### src/common/uebc_consts.svh
// Register offsets, field positions and reset values of the endpoint bank control
`ifndef UEBC_CONSTS_SVH
`define UEBC_CONSTS_SVH

`define UEBC_ADDR_W          12
`define UEBC_EP_STRIDE       12'h020
`define UEBC_OFF_CONFIG      12'h100
`define UEBC_OFF_STATE_CLR   12'h104
`define UEBC_OFF_STATE_SET   12'h105
`define UEBC_OFF_STATE       12'h106
`define UEBC_OFF_IRQ_STATUS  12'h010
`define UEBC_OFF_IRQ_MASK    12'h011

`define UEBC_CFG_IN_HI       6
`define UEBC_CFG_IN_LO       4
`define UEBC_CFG_OUT_HI      2
`define UEBC_CFG_OUT_LO      0
`define UEBC_CFG_WMASK       8'h77
`define UEBC_CFG_RESET       8'h00

`define UEBC_ST_BK1_RDY      7
`define UEBC_ST_BK0_RDY      6
`define UEBC_ST_STALL1       5
`define UEBC_ST_STALL0       4
`define UEBC_ST_CUR_BANK     2
`define UEBC_ST_TGL_IN       1
`define UEBC_ST_TGL_OUT      0
`define UEBC_ST_WMASK        8'hf7
`define UEBC_ST_RESET        8'h00

`define UEBC_IRQ_SETUP       0
`define UEBC_IRQ_STALL       1
`define UEBC_IRQ_BUS_RESET   2
`define UEBC_IRQ_W           3

`endif

### src/common/uebc_pkg.sv
// Types shared by the endpoint bank control block
package uebc_pkg;

   typedef enum logic [2:0]
   {
      UEBC_TYPE_OFF   = 3'h0,
      UEBC_TYPE_CTRL  = 3'h1,
      UEBC_TYPE_ISO   = 3'h2,
      UEBC_TYPE_BULK  = 3'h3,
      UEBC_TYPE_INTR  = 3'h4,
      UEBC_TYPE_DUAL  = 3'h5,
      UEBC_TYPE_RSV6  = 3'h6,
      UEBC_TYPE_RSV7  = 3'h7
   } uebc_ep_type_t;

   typedef enum logic [1:0]
   {
      UEBC_HS_ACK   = 2'h0,
      UEBC_HS_NAK   = 2'h1,
      UEBC_HS_STALL = 2'h2,
      UEBC_HS_NONE  = 2'h3
   } uebc_handshake_t;

endpackage

### src/logic/uebc_type_decode.sv
// Decodes one endpoint's two type fields into bank roles
`timescale 1ns/1ps

module uebc_type_decode
   import uebc_pkg::*;
(
   input  wire logic [2:0] in_bank_type_in,
   input  wire logic [2:0] out_bank_type_in,
   output logic            bank_one_en_out,
   output logic            bank_zero_en_out,
   output logic            dual_out_out,
   output logic            dual_in_out,
   output logic [2:0]      in_xfer_type_out,
   output logic [2:0]      out_xfer_type_out
);

   function automatic logic type_valid(input logic [2:0] code);
      type_valid = (code != 3'h0) && (code <= 3'h5);
   endfunction

   // Codes six and seven are left to software to avoid; they enable nothing
   always_comb
   begin
      bank_one_en_out   = type_valid(in_bank_type_in);
      bank_zero_en_out  = type_valid(out_bank_type_in);
      dual_out_out      = (in_bank_type_in == UEBC_TYPE_DUAL);
      dual_in_out       = (out_bank_type_in == UEBC_TYPE_DUAL);
      in_xfer_type_out  = dual_out_out ? out_bank_type_in : in_bank_type_in;
      out_xfer_type_out = dual_in_out ? in_bank_type_in : out_bank_type_in;
   end

endmodule

### src/logic/uebc_sync.sv
// Three-stage synchroniser with agreement filter for an external level
`timescale 1ns/1ps

module uebc_sync
(
   input  wire logic clk_in,
   input  wire logic rst_n_in,
   input  wire logic async_in,
   output logic      level_out
);

   logic stage1_reg;
   logic stage2_reg;
   logic stage3_reg;

   always_ff @(posedge clk_in or negedge rst_n_in)
   begin
      if (!rst_n_in)
      begin
         stage1_reg <= 1'b0;
         stage2_reg <= 1'b0;
         stage3_reg <= 1'b0;
      end
      else
      begin
         stage1_reg <= async_in;
         stage2_reg <= stage1_reg;
         stage3_reg <= stage2_reg;
      end
   end

   always_ff @(posedge clk_in or negedge rst_n_in)
   begin
      if (!rst_n_in)
         level_out <= 1'b0;
      else if (stage2_reg == stage3_reg)
         level_out <= stage3_reg;
   end

endmodule

### src/logic/uebc_endpoint_bank_control.sv
// Endpoint configuration, status and handshake choice for a USB device
//
// Notes on behaviour
// - In type field bits 6:4; zero disables bank 1, one to four pick type.
// - In type five makes bank 1 the second bank of a dual OUT endpoint.
// - Bus reset clears the in type field of every endpoint except zero.
// - Out type field bits 2:0; zero disables bank 0, one to four pick type.
// - Out type five makes bank 0 the second bank of a dual IN endpoint.
// - Bus reset clears the out type field of every endpoint except zero.
// - Bit 3 of configuration and status reads zero; software writes zero.
// - Writing one to the clear register clears that status bit; zero does nothing.
// - Writing one to the set register sets that status bit; zero does nothing.
// - Bank ready one means IN bank filled or OUT bank full.
// - A set stall request makes the bank answer IN and OUT tokens with STALL.
// - A received SETUP clears both stall requests of that endpoint.
// - Current bank bit picks bank zero or one for the next dual-bank transfer.
// - In toggle gives the next IN PID: zero DATA0, one DATA1.
// - Out toggle gives the next OUT PID: zero DATA0, one DATA1.
`timescale 1ns/1ps
`include "uebc_consts.svh"

module uebc_endpoint_bank_control
   import uebc_pkg::*;
#(
   parameter int NUM_EP = 8
)
(
   input  wire logic                      clk_in,
   input  wire logic                      rst_n_in,
   input  wire logic [`UEBC_ADDR_W-1:0]   reg_addr_in,
   input  wire logic [7:0]                reg_wdata_in,
   input  wire logic                      reg_wr_in,
   input  wire logic                      reg_rd_in,
   output logic      [7:0]                reg_rdata_out,
   input  wire logic                      usb_bus_reset_in,
   input  wire logic                      txn_start_in,
   input  wire logic [3:0]                txn_ep_in,
   input  wire logic                      txn_is_in_in,
   input  wire logic                      txn_is_setup_in,
   output uebc_handshake_t                txn_handshake_out,
   output logic                           txn_bank_out,
   output logic                           txn_pid_data1_out,
   output logic      [2:0]                txn_xfer_type_out,
   input  wire logic                      txn_ack_in,
   input  wire logic                      txn_fill_in,
   output logic                           irq_out
);

   localparam int EPW = $clog2(NUM_EP);

   logic [7:0]            config_reg [NUM_EP];
   logic [7:0]            state_reg  [NUM_EP];
   logic [NUM_EP-1:0]     bank_one_en;
   logic [NUM_EP-1:0]     bank_zero_en;
   logic [NUM_EP-1:0]     dual_out;
   logic [NUM_EP-1:0]     dual_in;
   logic [2:0]            in_type    [NUM_EP];
   logic [2:0]            out_type   [NUM_EP];
   logic                  bus_reset_lvl;
   logic                  bus_reset_prev_reg;
   logic                  bus_reset_pulse;
   logic [`UEBC_IRQ_W-1:0] irq_status_reg;
   logic [`UEBC_IRQ_W-1:0] irq_mask_reg;
   logic [`UEBC_IRQ_W-1:0] irq_event;
   logic                  ep_hit;
   logic [EPW-1:0]        ep_sel;
   logic [`UEBC_ADDR_W-1:0] ep_off;
   logic                  txn_ok;
   logic                  txn_bank;
   logic                  txn_stall;
   logic                  txn_ready;
   logic                  is_dual;
   logic                  irq_read;
   logic                  txn_pend_reg;
   logic [EPW-1:0]        txn_ep_reg;
   logic                  txn_dir_reg;
   logic                  txn_bank_reg;

   function automatic logic addr_is(input logic [`UEBC_ADDR_W-1:0] a,
                                    input logic [`UEBC_ADDR_W-1:0] off);
      addr_is = (a == off);
   endfunction

   function automatic logic ep_reg_is(input logic                    hit,
                                      input logic [`UEBC_ADDR_W-1:0] off,
                                      input logic [`UEBC_ADDR_W-1:0] reg_off);
      ep_reg_is = hit && (off[4:0] == reg_off[4:0]);
   endfunction

   // Bus reset arrives from the line state logic in another timing domain
   uebc_sync u_bus_reset_sync
   (
      .clk_in    (clk_in),
      .rst_n_in  (rst_n_in),
      .async_in  (usb_bus_reset_in),
      .level_out (bus_reset_lvl)
   );

   always_ff @(posedge clk_in or negedge rst_n_in)
   begin
      if (!rst_n_in)
         bus_reset_prev_reg <= 1'b0;
      else
         bus_reset_prev_reg <= bus_reset_lvl;
   end

   assign bus_reset_pulse = bus_reset_lvl && !bus_reset_prev_reg;

   genvar g;
   generate
      for (g = 0; g < NUM_EP; g++)
      begin : g_ep
         uebc_type_decode u_dec
         (
            .in_bank_type_in   (config_reg[g][`UEBC_CFG_IN_HI:`UEBC_CFG_IN_LO]),
            .out_bank_type_in  (config_reg[g][`UEBC_CFG_OUT_HI:`UEBC_CFG_OUT_LO]),
            .bank_one_en_out   (bank_one_en[g]),
            .bank_zero_en_out  (bank_zero_en[g]),
            .dual_out_out      (dual_out[g]),
            .dual_in_out       (dual_in[g]),
            .in_xfer_type_out  (in_type[g]),
            .out_xfer_type_out (out_type[g])
         );
      end
   endgenerate

   // Endpoint register window decode
   always_comb
   begin
      ep_off = reg_addr_in - `UEBC_OFF_CONFIG;
      ep_sel = ep_off[5 +: EPW];
      ep_hit = (reg_addr_in >= `UEBC_OFF_CONFIG)
               && (ep_off[`UEBC_ADDR_W-1:5] < NUM_EP[`UEBC_ADDR_W-6:0]);
   end

   // Configuration registers
   always_ff @(posedge clk_in or negedge rst_n_in)
   begin
      if (!rst_n_in)
      begin
         for (int i = 0; i < NUM_EP; i++)
            config_reg[i] <= `UEBC_CFG_RESET;
      end
      else
      begin
         if (reg_wr_in && ep_reg_is(ep_hit, ep_off, `UEBC_OFF_CONFIG))
            config_reg[ep_sel] <= reg_wdata_in & `UEBC_CFG_WMASK;
         if (bus_reset_pulse)
         begin
            for (int i = 1; i < NUM_EP; i++)
               config_reg[i] <= `UEBC_CFG_RESET;
         end
      end
   end

   // Selected endpoint for the current transaction
   always_comb
   begin
      txn_ok    = (txn_ep_in < NUM_EP);
      is_dual   = txn_ok && (txn_is_in_in ? dual_in[txn_ep_in[EPW-1:0]]
                                          : dual_out[txn_ep_in[EPW-1:0]]);
      txn_bank  = is_dual ? state_reg[txn_ep_in[EPW-1:0]][`UEBC_ST_CUR_BANK]
                          : txn_is_in_in;
      txn_stall = txn_ok && state_reg[txn_ep_in[EPW-1:0]][txn_bank ? `UEBC_ST_STALL1
                                                                    : `UEBC_ST_STALL0];
      txn_ready = txn_ok && state_reg[txn_ep_in[EPW-1:0]][txn_bank ? `UEBC_ST_BK1_RDY
                                                                    : `UEBC_ST_BK0_RDY];
   end

   // Handshake choice, registered one cycle after the token
   always_ff @(posedge clk_in or negedge rst_n_in)
   begin
      if (!rst_n_in)
      begin
         txn_handshake_out <= UEBC_HS_NONE;
         txn_bank_out      <= 1'b0;
         txn_pid_data1_out <= 1'b0;
         txn_xfer_type_out <= 3'h0;
      end
      else if (txn_start_in)
      begin
         txn_bank_out      <= txn_bank;
         txn_pid_data1_out <= txn_ok && state_reg[txn_ep_in[EPW-1:0]][txn_is_in_in
                              ? `UEBC_ST_TGL_IN : `UEBC_ST_TGL_OUT];
         txn_xfer_type_out <= !txn_ok ? 3'h0 : txn_is_in_in ? in_type[txn_ep_in[EPW-1:0]]
                                                           : out_type[txn_ep_in[EPW-1:0]];
         if (!txn_ok || !(txn_bank ? bank_one_en[txn_ep_in[EPW-1:0]]
                                   : bank_zero_en[txn_ep_in[EPW-1:0]]))
            txn_handshake_out <= UEBC_HS_NONE;
         else if (txn_is_setup_in)
            txn_handshake_out <= UEBC_HS_ACK;
         else if (txn_stall)
            txn_handshake_out <= UEBC_HS_STALL;
         else if (txn_is_in_in ? txn_ready : !txn_ready)
            txn_handshake_out <= UEBC_HS_ACK;
         else
            txn_handshake_out <= UEBC_HS_NAK;
      end
   end

   // Transaction context for the completion update
   always_ff @(posedge clk_in or negedge rst_n_in)
   begin
      if (!rst_n_in)
      begin
         txn_pend_reg <= 1'b0;
         txn_ep_reg   <= '0;
         txn_dir_reg  <= 1'b0;
         txn_bank_reg <= 1'b0;
      end
      else
      begin
         if (txn_start_in)
            txn_pend_reg <= txn_ok && !txn_stall;
         else if (txn_ack_in)
            txn_pend_reg <= 1'b0;
         if (txn_start_in)
         begin
            txn_ep_reg   <= txn_ep_in[EPW-1:0];
            txn_dir_reg  <= txn_is_in_in;
            txn_bank_reg <= txn_bank;
         end
      end
   end

   // Status registers; hardware events win over software writes
   always_ff @(posedge clk_in or negedge rst_n_in)
   begin
      if (!rst_n_in)
      begin
         for (int i = 0; i < NUM_EP; i++)
            state_reg[i] <= `UEBC_ST_RESET;
      end
      else
      begin
         if (reg_wr_in && ep_reg_is(ep_hit, ep_off, `UEBC_OFF_STATE_CLR))
            state_reg[ep_sel] <= state_reg[ep_sel]
                                 & ~(reg_wdata_in & `UEBC_ST_WMASK);
         if (reg_wr_in && ep_reg_is(ep_hit, ep_off, `UEBC_OFF_STATE_SET))
            state_reg[ep_sel] <= state_reg[ep_sel]
                                 | (reg_wdata_in & `UEBC_ST_WMASK);
         if (txn_pend_reg && txn_ack_in && !txn_start_in)
         begin
            // Ready bit follows the bank; a filled OUT bank becomes ready
            state_reg[txn_ep_reg][txn_bank_reg ? `UEBC_ST_BK1_RDY : `UEBC_ST_BK0_RDY]
               <= !txn_dir_reg && txn_fill_in;
            state_reg[txn_ep_reg][txn_dir_reg ? `UEBC_ST_TGL_IN : `UEBC_ST_TGL_OUT]
               <= !state_reg[txn_ep_reg][txn_dir_reg ? `UEBC_ST_TGL_IN
                                                     : `UEBC_ST_TGL_OUT];
            if (dual_in[txn_ep_reg] || dual_out[txn_ep_reg])
               state_reg[txn_ep_reg][`UEBC_ST_CUR_BANK]
                  <= !state_reg[txn_ep_reg][`UEBC_ST_CUR_BANK];
         end
         if (txn_start_in && txn_is_setup_in && txn_ok)
         begin
            state_reg[txn_ep_in[EPW-1:0]][`UEBC_ST_STALL1] <= 1'b0;
            state_reg[txn_ep_in[EPW-1:0]][`UEBC_ST_STALL0] <= 1'b0;
         end
      end
   end

   // Interrupt events, status and mask
   assign irq_event[`UEBC_IRQ_SETUP]     = txn_start_in && txn_is_setup_in && txn_ok;
   assign irq_event[`UEBC_IRQ_STALL]     = txn_start_in && !txn_is_setup_in && txn_stall;
   assign irq_event[`UEBC_IRQ_BUS_RESET] = bus_reset_pulse;
   assign irq_read = reg_rd_in && addr_is(reg_addr_in, `UEBC_OFF_IRQ_STATUS);

   always_ff @(posedge clk_in or negedge rst_n_in)
   begin
      if (!rst_n_in)
         irq_status_reg <= '0;
      else
         irq_status_reg <= (irq_read ? '0 : irq_status_reg) | irq_event;
   end

   always_ff @(posedge clk_in or negedge rst_n_in)
   begin
      if (!rst_n_in)
         irq_mask_reg <= '0;
      else if (reg_wr_in && addr_is(reg_addr_in, `UEBC_OFF_IRQ_MASK))
         irq_mask_reg <= reg_wdata_in[`UEBC_IRQ_W-1:0];
   end

   assign irq_out = |(irq_status_reg & irq_mask_reg);

   // Read data, one cycle after the strobe
   always_ff @(posedge clk_in or negedge rst_n_in)
   begin
      if (!rst_n_in)
         reg_rdata_out <= 8'h00;
      else if (!reg_rd_in)
         reg_rdata_out <= 8'h00;
      else if (addr_is(reg_addr_in, `UEBC_OFF_IRQ_STATUS))
         reg_rdata_out <= {{(8-`UEBC_IRQ_W){1'b0}}, irq_status_reg};
      else if (addr_is(reg_addr_in, `UEBC_OFF_IRQ_MASK))
         reg_rdata_out <= {{(8-`UEBC_IRQ_W){1'b0}}, irq_mask_reg};
      else if (ep_reg_is(ep_hit, ep_off, `UEBC_OFF_CONFIG))
         reg_rdata_out <= config_reg[ep_sel] & `UEBC_CFG_WMASK;
      else if (ep_reg_is(ep_hit, ep_off, `UEBC_OFF_STATE))
         reg_rdata_out <= state_reg[ep_sel] & `UEBC_ST_WMASK;
      else
         reg_rdata_out <= 8'h00;
   end

   // Assertions
   stall_wins_a: assert property (@(posedge clk_in) disable iff (!rst_n_in)
      txn_start_in && txn_ok && !txn_is_setup_in && txn_stall
      && (txn_bank ? bank_one_en[txn_ep_in[EPW-1:0]] : bank_zero_en[txn_ep_in[EPW-1:0]])
      |=> txn_handshake_out == UEBC_HS_STALL)
      else $error("stall request not answered with STALL");

   setup_clears_stall_a: assert property (@(posedge clk_in) disable iff (!rst_n_in)
      txn_start_in && txn_is_setup_in && txn_ok
      |=> !state_reg[$past(txn_ep_in[EPW-1:0])][`UEBC_ST_STALL1]
          && !state_reg[$past(txn_ep_in[EPW-1:0])][`UEBC_ST_STALL0])
      else $error("setup left a stall request set");

   ep0_keeps_cfg_a: assert property (@(posedge clk_in) disable iff (!rst_n_in)
      bus_reset_pulse && !(reg_wr_in && ep_hit && ep_sel == '0)
      |=> config_reg[0] == $past(config_reg[0]))
      else $error("bus reset changed endpoint zero configuration");

   bus_reset_cfg_a: assert property (@(posedge clk_in) disable iff (!rst_n_in)
      bus_reset_pulse |=> config_reg[NUM_EP-1] == `UEBC_CFG_RESET)
      else $error("bus reset left an endpoint type set");

   reserved_zero_a: assert property (@(posedge clk_in) disable iff (!rst_n_in)
      $past(reg_rd_in) |-> !reg_rdata_out[3] || $past(irq_read))
      else $error("reserved bit read as one");

   clr_write_a: assert property (@(posedge clk_in) disable iff (!rst_n_in)
      reg_wr_in && ep_reg_is(ep_hit, ep_off, `UEBC_OFF_STATE_CLR)
      && reg_wdata_in[`UEBC_ST_CUR_BANK] && !txn_pend_reg
      |=> !state_reg[$past(ep_sel)][`UEBC_ST_CUR_BANK])
      else $error("clear write did not clear current bank");

   set_write_a: assert property (@(posedge clk_in) disable iff (!rst_n_in)
      reg_wr_in && ep_reg_is(ep_hit, ep_off, `UEBC_OFF_STATE_SET)
      && reg_wdata_in[`UEBC_ST_BK1_RDY] && !txn_pend_reg
      |=> state_reg[$past(ep_sel)][`UEBC_ST_BK1_RDY])
      else $error("set write did not set bank one ready");

   toggle_flip_a: assert property (@(posedge clk_in) disable iff (!rst_n_in)
      txn_pend_reg && txn_ack_in && !txn_start_in && !reg_wr_in
      |=> state_reg[$past(txn_ep_reg)][$past(txn_dir_reg) ? `UEBC_ST_TGL_IN
          : `UEBC_ST_TGL_OUT] != $past(state_reg[txn_ep_reg][txn_dir_reg
          ? `UEBC_ST_TGL_IN : `UEBC_ST_TGL_OUT]))
      else $error("data toggle did not invert after ack");

endmodule

### config.mk
export PLATFORM = sky130hd
export DESIGN_NAME = uebc_endpoint_bank_control
export DESIGN_NICKNAME = d
export VERILOG_FILES = /design/src/common/uebc_pkg.sv /design/src/logic/uebc_type_decode.sv /design/src/logic/uebc_sync.sv /design/src/logic/uebc_endpoint_bank_control.sv
export VERILOG_INCLUDE_DIRS = /design/src /design/src/common
export SDC_FILE = /design/constraint.sdc
export NUM_CORES = 1
export LEC_CHECK = 0
export BUFFER_PORTS_ARGS = -buffer_cell sky130_fd_sc_hd__buf_4
export CAP_MARGIN = 20
export CORE_MARGIN = 3
export CORE_UTILIZATION = 60
export DETAILED_ROUTE_END_ITERATION = 8
export GPL_TIMING_DRIVEN = 0
export PLACE_DENSITY = 0.79
export SLEW_MARGIN = 40
export SYNTH_ARGS = -nofsm -noshare
export SYNTH_HDL_FRONTEND = slang
export SYNTH_SLANG_ARGS = --single-unit
### constraint.sdc
create_clock -name clk_in -period 2.8 [get_ports clk_in]
set_input_delay 0.56 -clock clk_in [delete_from_list [all_inputs] [get_ports clk_in]]
set_output_delay 0.56 -clock clk_in [all_outputs]
set_load 0.01 [all_outputs]
==> impl_metrics.json <==
{
  "synthCells": 1055,
  "antenna_found_initial": 0,
  "dieArea_um2": 16600,
  "start_util_pct": 61.9,
  "grt_first_pass_wirelength_um": 53800,
  "postCtsHoldBufs": 0,
  "worstPathRequired_ns": 3.16,
  "via_per_inst": 7.54,
  "path_max_fanout": 10,
  "fp.coreArea_um2": 14600,
  "syn_area_um2": 9060,
  "slew_viol_final": 0,
  "cts-root-buf": "clkbuf_16",
  "instances_no_fill": 1311,
  "fmax_ghz": 0.355,
  "fin_hold_ws_ns": 0.0433,
  "clk_latency_ns": 0.45,
  "drtPass1Iterations": 9,
  "finalHoldViolations": 0,
  "syn2layout_area_growth_pct": 13.6,
  "crit_slowest_cell": "nor2_1",
  "crit_path_max_incr_delay_ns": 0.63,
  "critPathLaunchType": "flop",
  "ant_nets": 0,
  "synth_edf_count": 0,
  "ios": 50,
  "violations": "negative setup slack",
  "cellLeakagePower_nw": 4.08,
  "end_kind": "flop",
  "cts_buffer_depth": 2,
  "worst_slew_pin_slew_ns": 0.953,
  "fin_skew_ns": 0.0105,
  "outcome": "finished, violations left",
  "place_inst": 1281,
  "fin_nets": 1148,
  "rows": 44,
  "cts_tree": "built",
  "grt_max_degree": 72,
  "overflow": 0,
  "maxSlewHeadroom_pct": 36.3,
  "htree_levels": 4,
  "synth_warnings": 0,
  "final_area_um2": 10300,
  "die_h_um": 129,
  "clock_sinks": 134,
  "die_w_um": 129,
  "vias": 9889,
  "diodes": 0,
  "ir_worst_vdd_uv": 484,
  "synthFlopType": "dfrtp_1",
  "finalSetupViolations": 2,
  "synth_nets": 1089,
  "critPathKind": "reg -> reg",
  "holdCritPathClass": "in -> async",
  "worst_ep_arrival_time_ns": 3.18,
  "drt-total-wl_um": 36700,
  "finalPower_mw": 5.68,
  "grt_pass1_vias": 8863,
  "cts_made_buffers": 17,
  "synth_seq_cells": 134,
  "fin_crit_ns": 2.82,
  "synthArstFlopShare_pct": 100,
  "place_area_um2": 9650,
  "drive_above_1_share_pct": 13.3,
  "drt-initial-drc-count": 1878,
  "drc_errors": 0,
  "numPortBuffers": 39,
  "finish.utilization_pct": 70.3,
  "p_per_area_nw_per_um2": 552,
  "largest_reg_flops": 56,
  "setup_ws_ns": -0.0200,
  "ys_types": 67,
  "hpwl_um": 25800,
  "routedWlPerCell_um": 28.0,
  "period_share_pct": 101,
  "cts.clk_slew.worst_paths_ns": 0.06,
  "gp_congestion": 1.12,
  "drv_cap": 0,
  "grt_usage_pct": 43.7,
  "grt_setup_unrepaired": "true",
  "avgSynthCellArea_um2": 8.59,
  "cp_cell_sequence": "clkbuf_1 > buf_1 > nand3_1 > nor2_1 > a222oi_1 > a31oi_1",
  "yosysSeqAreaShare_pct": 37.0
}
-- cells in the mapped netlist (all sizes together) (28+ instances only) --
cell,count,area [um2]
clkbuf,74,278
nor3,33,165
nand3,36,180
dfrtp,132,3300
o22ai,29,181
a21oi,99,495
buf,28,136
a31oi,33,206
inv,29,109
nor2,63,236
nand2,150,563
mux2i,40,400
o21ai,35,175
-- path summary, 6_finish.rpt --
kind	from	end	slack [ns]	cells after the start
hold reg to reg	u_bus_reset_sync.stage1_reg	u_bus_reset_sync.stage2_reg	0.36	0
setup reg to reg	txn_ep_reg[0]	state_reg[38]	-0.02	6
hold / removal	rst_n_in	config_reg[12]	0.04	1
setup / recovery	txn_ep_reg[0]	state_reg[38]	-0.02	6
min in group clk_in	usb_bus_reset_in	u_bus_reset_sync.stage1_reg	0.22	1
max in group asynchronous	rst_n_in	state_reg[29]	2.02	2
-- routing by layer --
metal	track usage [%]	wire length, um	vias to the layer above
met5	0	0	-
met3	16.9	5970	181
met4	19.8	1760	0
met2	59.4	14900	937
met1	61.6	14000	4649
li1	-	-	4122
-- layout by cell type (no fill, tap or decap), types with 13 or more instances in the layout --
cell type and n:
buf_4 41, nand3b_1 13, mux4_2 24, inv_1 29, clkbuf_1 64, nor3_1 30
mux2_2 13, o311ai_0 23, nor2_1 61, dfrtp_1 132, a222oi_1 19, o22ai_1 29
o21ai_0 35, a22oi_1 23, a31oi_1 33, mux2i_1 40, clkbuf_16 17, nand2_1 149
a21oi_1 98, nand3_1 35
-- power by group --
group          leakage (nW)  internal (mW)  total [mW]  switching, mW
clock network         0.289           1.41        2.33          0.921
logic                  2.00          0.438        1.07          0.632
registers              1.79           2.09        2.28          0.186
-- worst max-delay path: cells and delay by family (launching register included) --
family | cells | cell delay (ns)
flops | 1 | 0.32
simple gates | 2 | 1.03
buf+inv | 2 | 1.03
compound gates | 2 | 0.36
-- layout make-up --
cell class                 count  area [um2]
fill                        1156        4350
sequential                   134        3360
clock buffer                  19         433
tap                          184         230
inverter                      30         113
clock inverter                13         171
timing repair buffer          43         347
multi-input combinational    789        5230
buffer                        99         419
-- cells by family (layout without fill, tap and decap cells) --
| logic type | Yosys count | after routing | synth area share, % |
|---|---|---|---|
| adders and majority gates | 1 | 1 | 0.111 |
| DFF | 134 | 134 | 37.0 |
| muxes | 78 | 78 | 12.1 |
| other | 1 | 1 | 0.0414 |
| AOI/OAI and AO/OA | 339 | 339 | 25.3 |
| and+or+nand+nor | 370 | 370 | 19.6 |
| buffers and inverters | 132 | 204 | 5.81 |
-- timing repair --
item / in CTS / in global routing
setup endpoints to repair: 18 / 71
gates resized for setup: 7 / 20
pin swaps: 0 / 1
buffers inserted: 0 / 1
-- per-stage QoR --
step	setup TNS (ns)	setup WS (ns)
floorplan	0	0.201
global placement	-48.79	-0.912
detailed placement	-33.46	-0.786
CTS	0	0.0156
global route	-0.523	-0.0905
finish	-0.0285	-0.0200
Power figures use the tool's default switching activity.
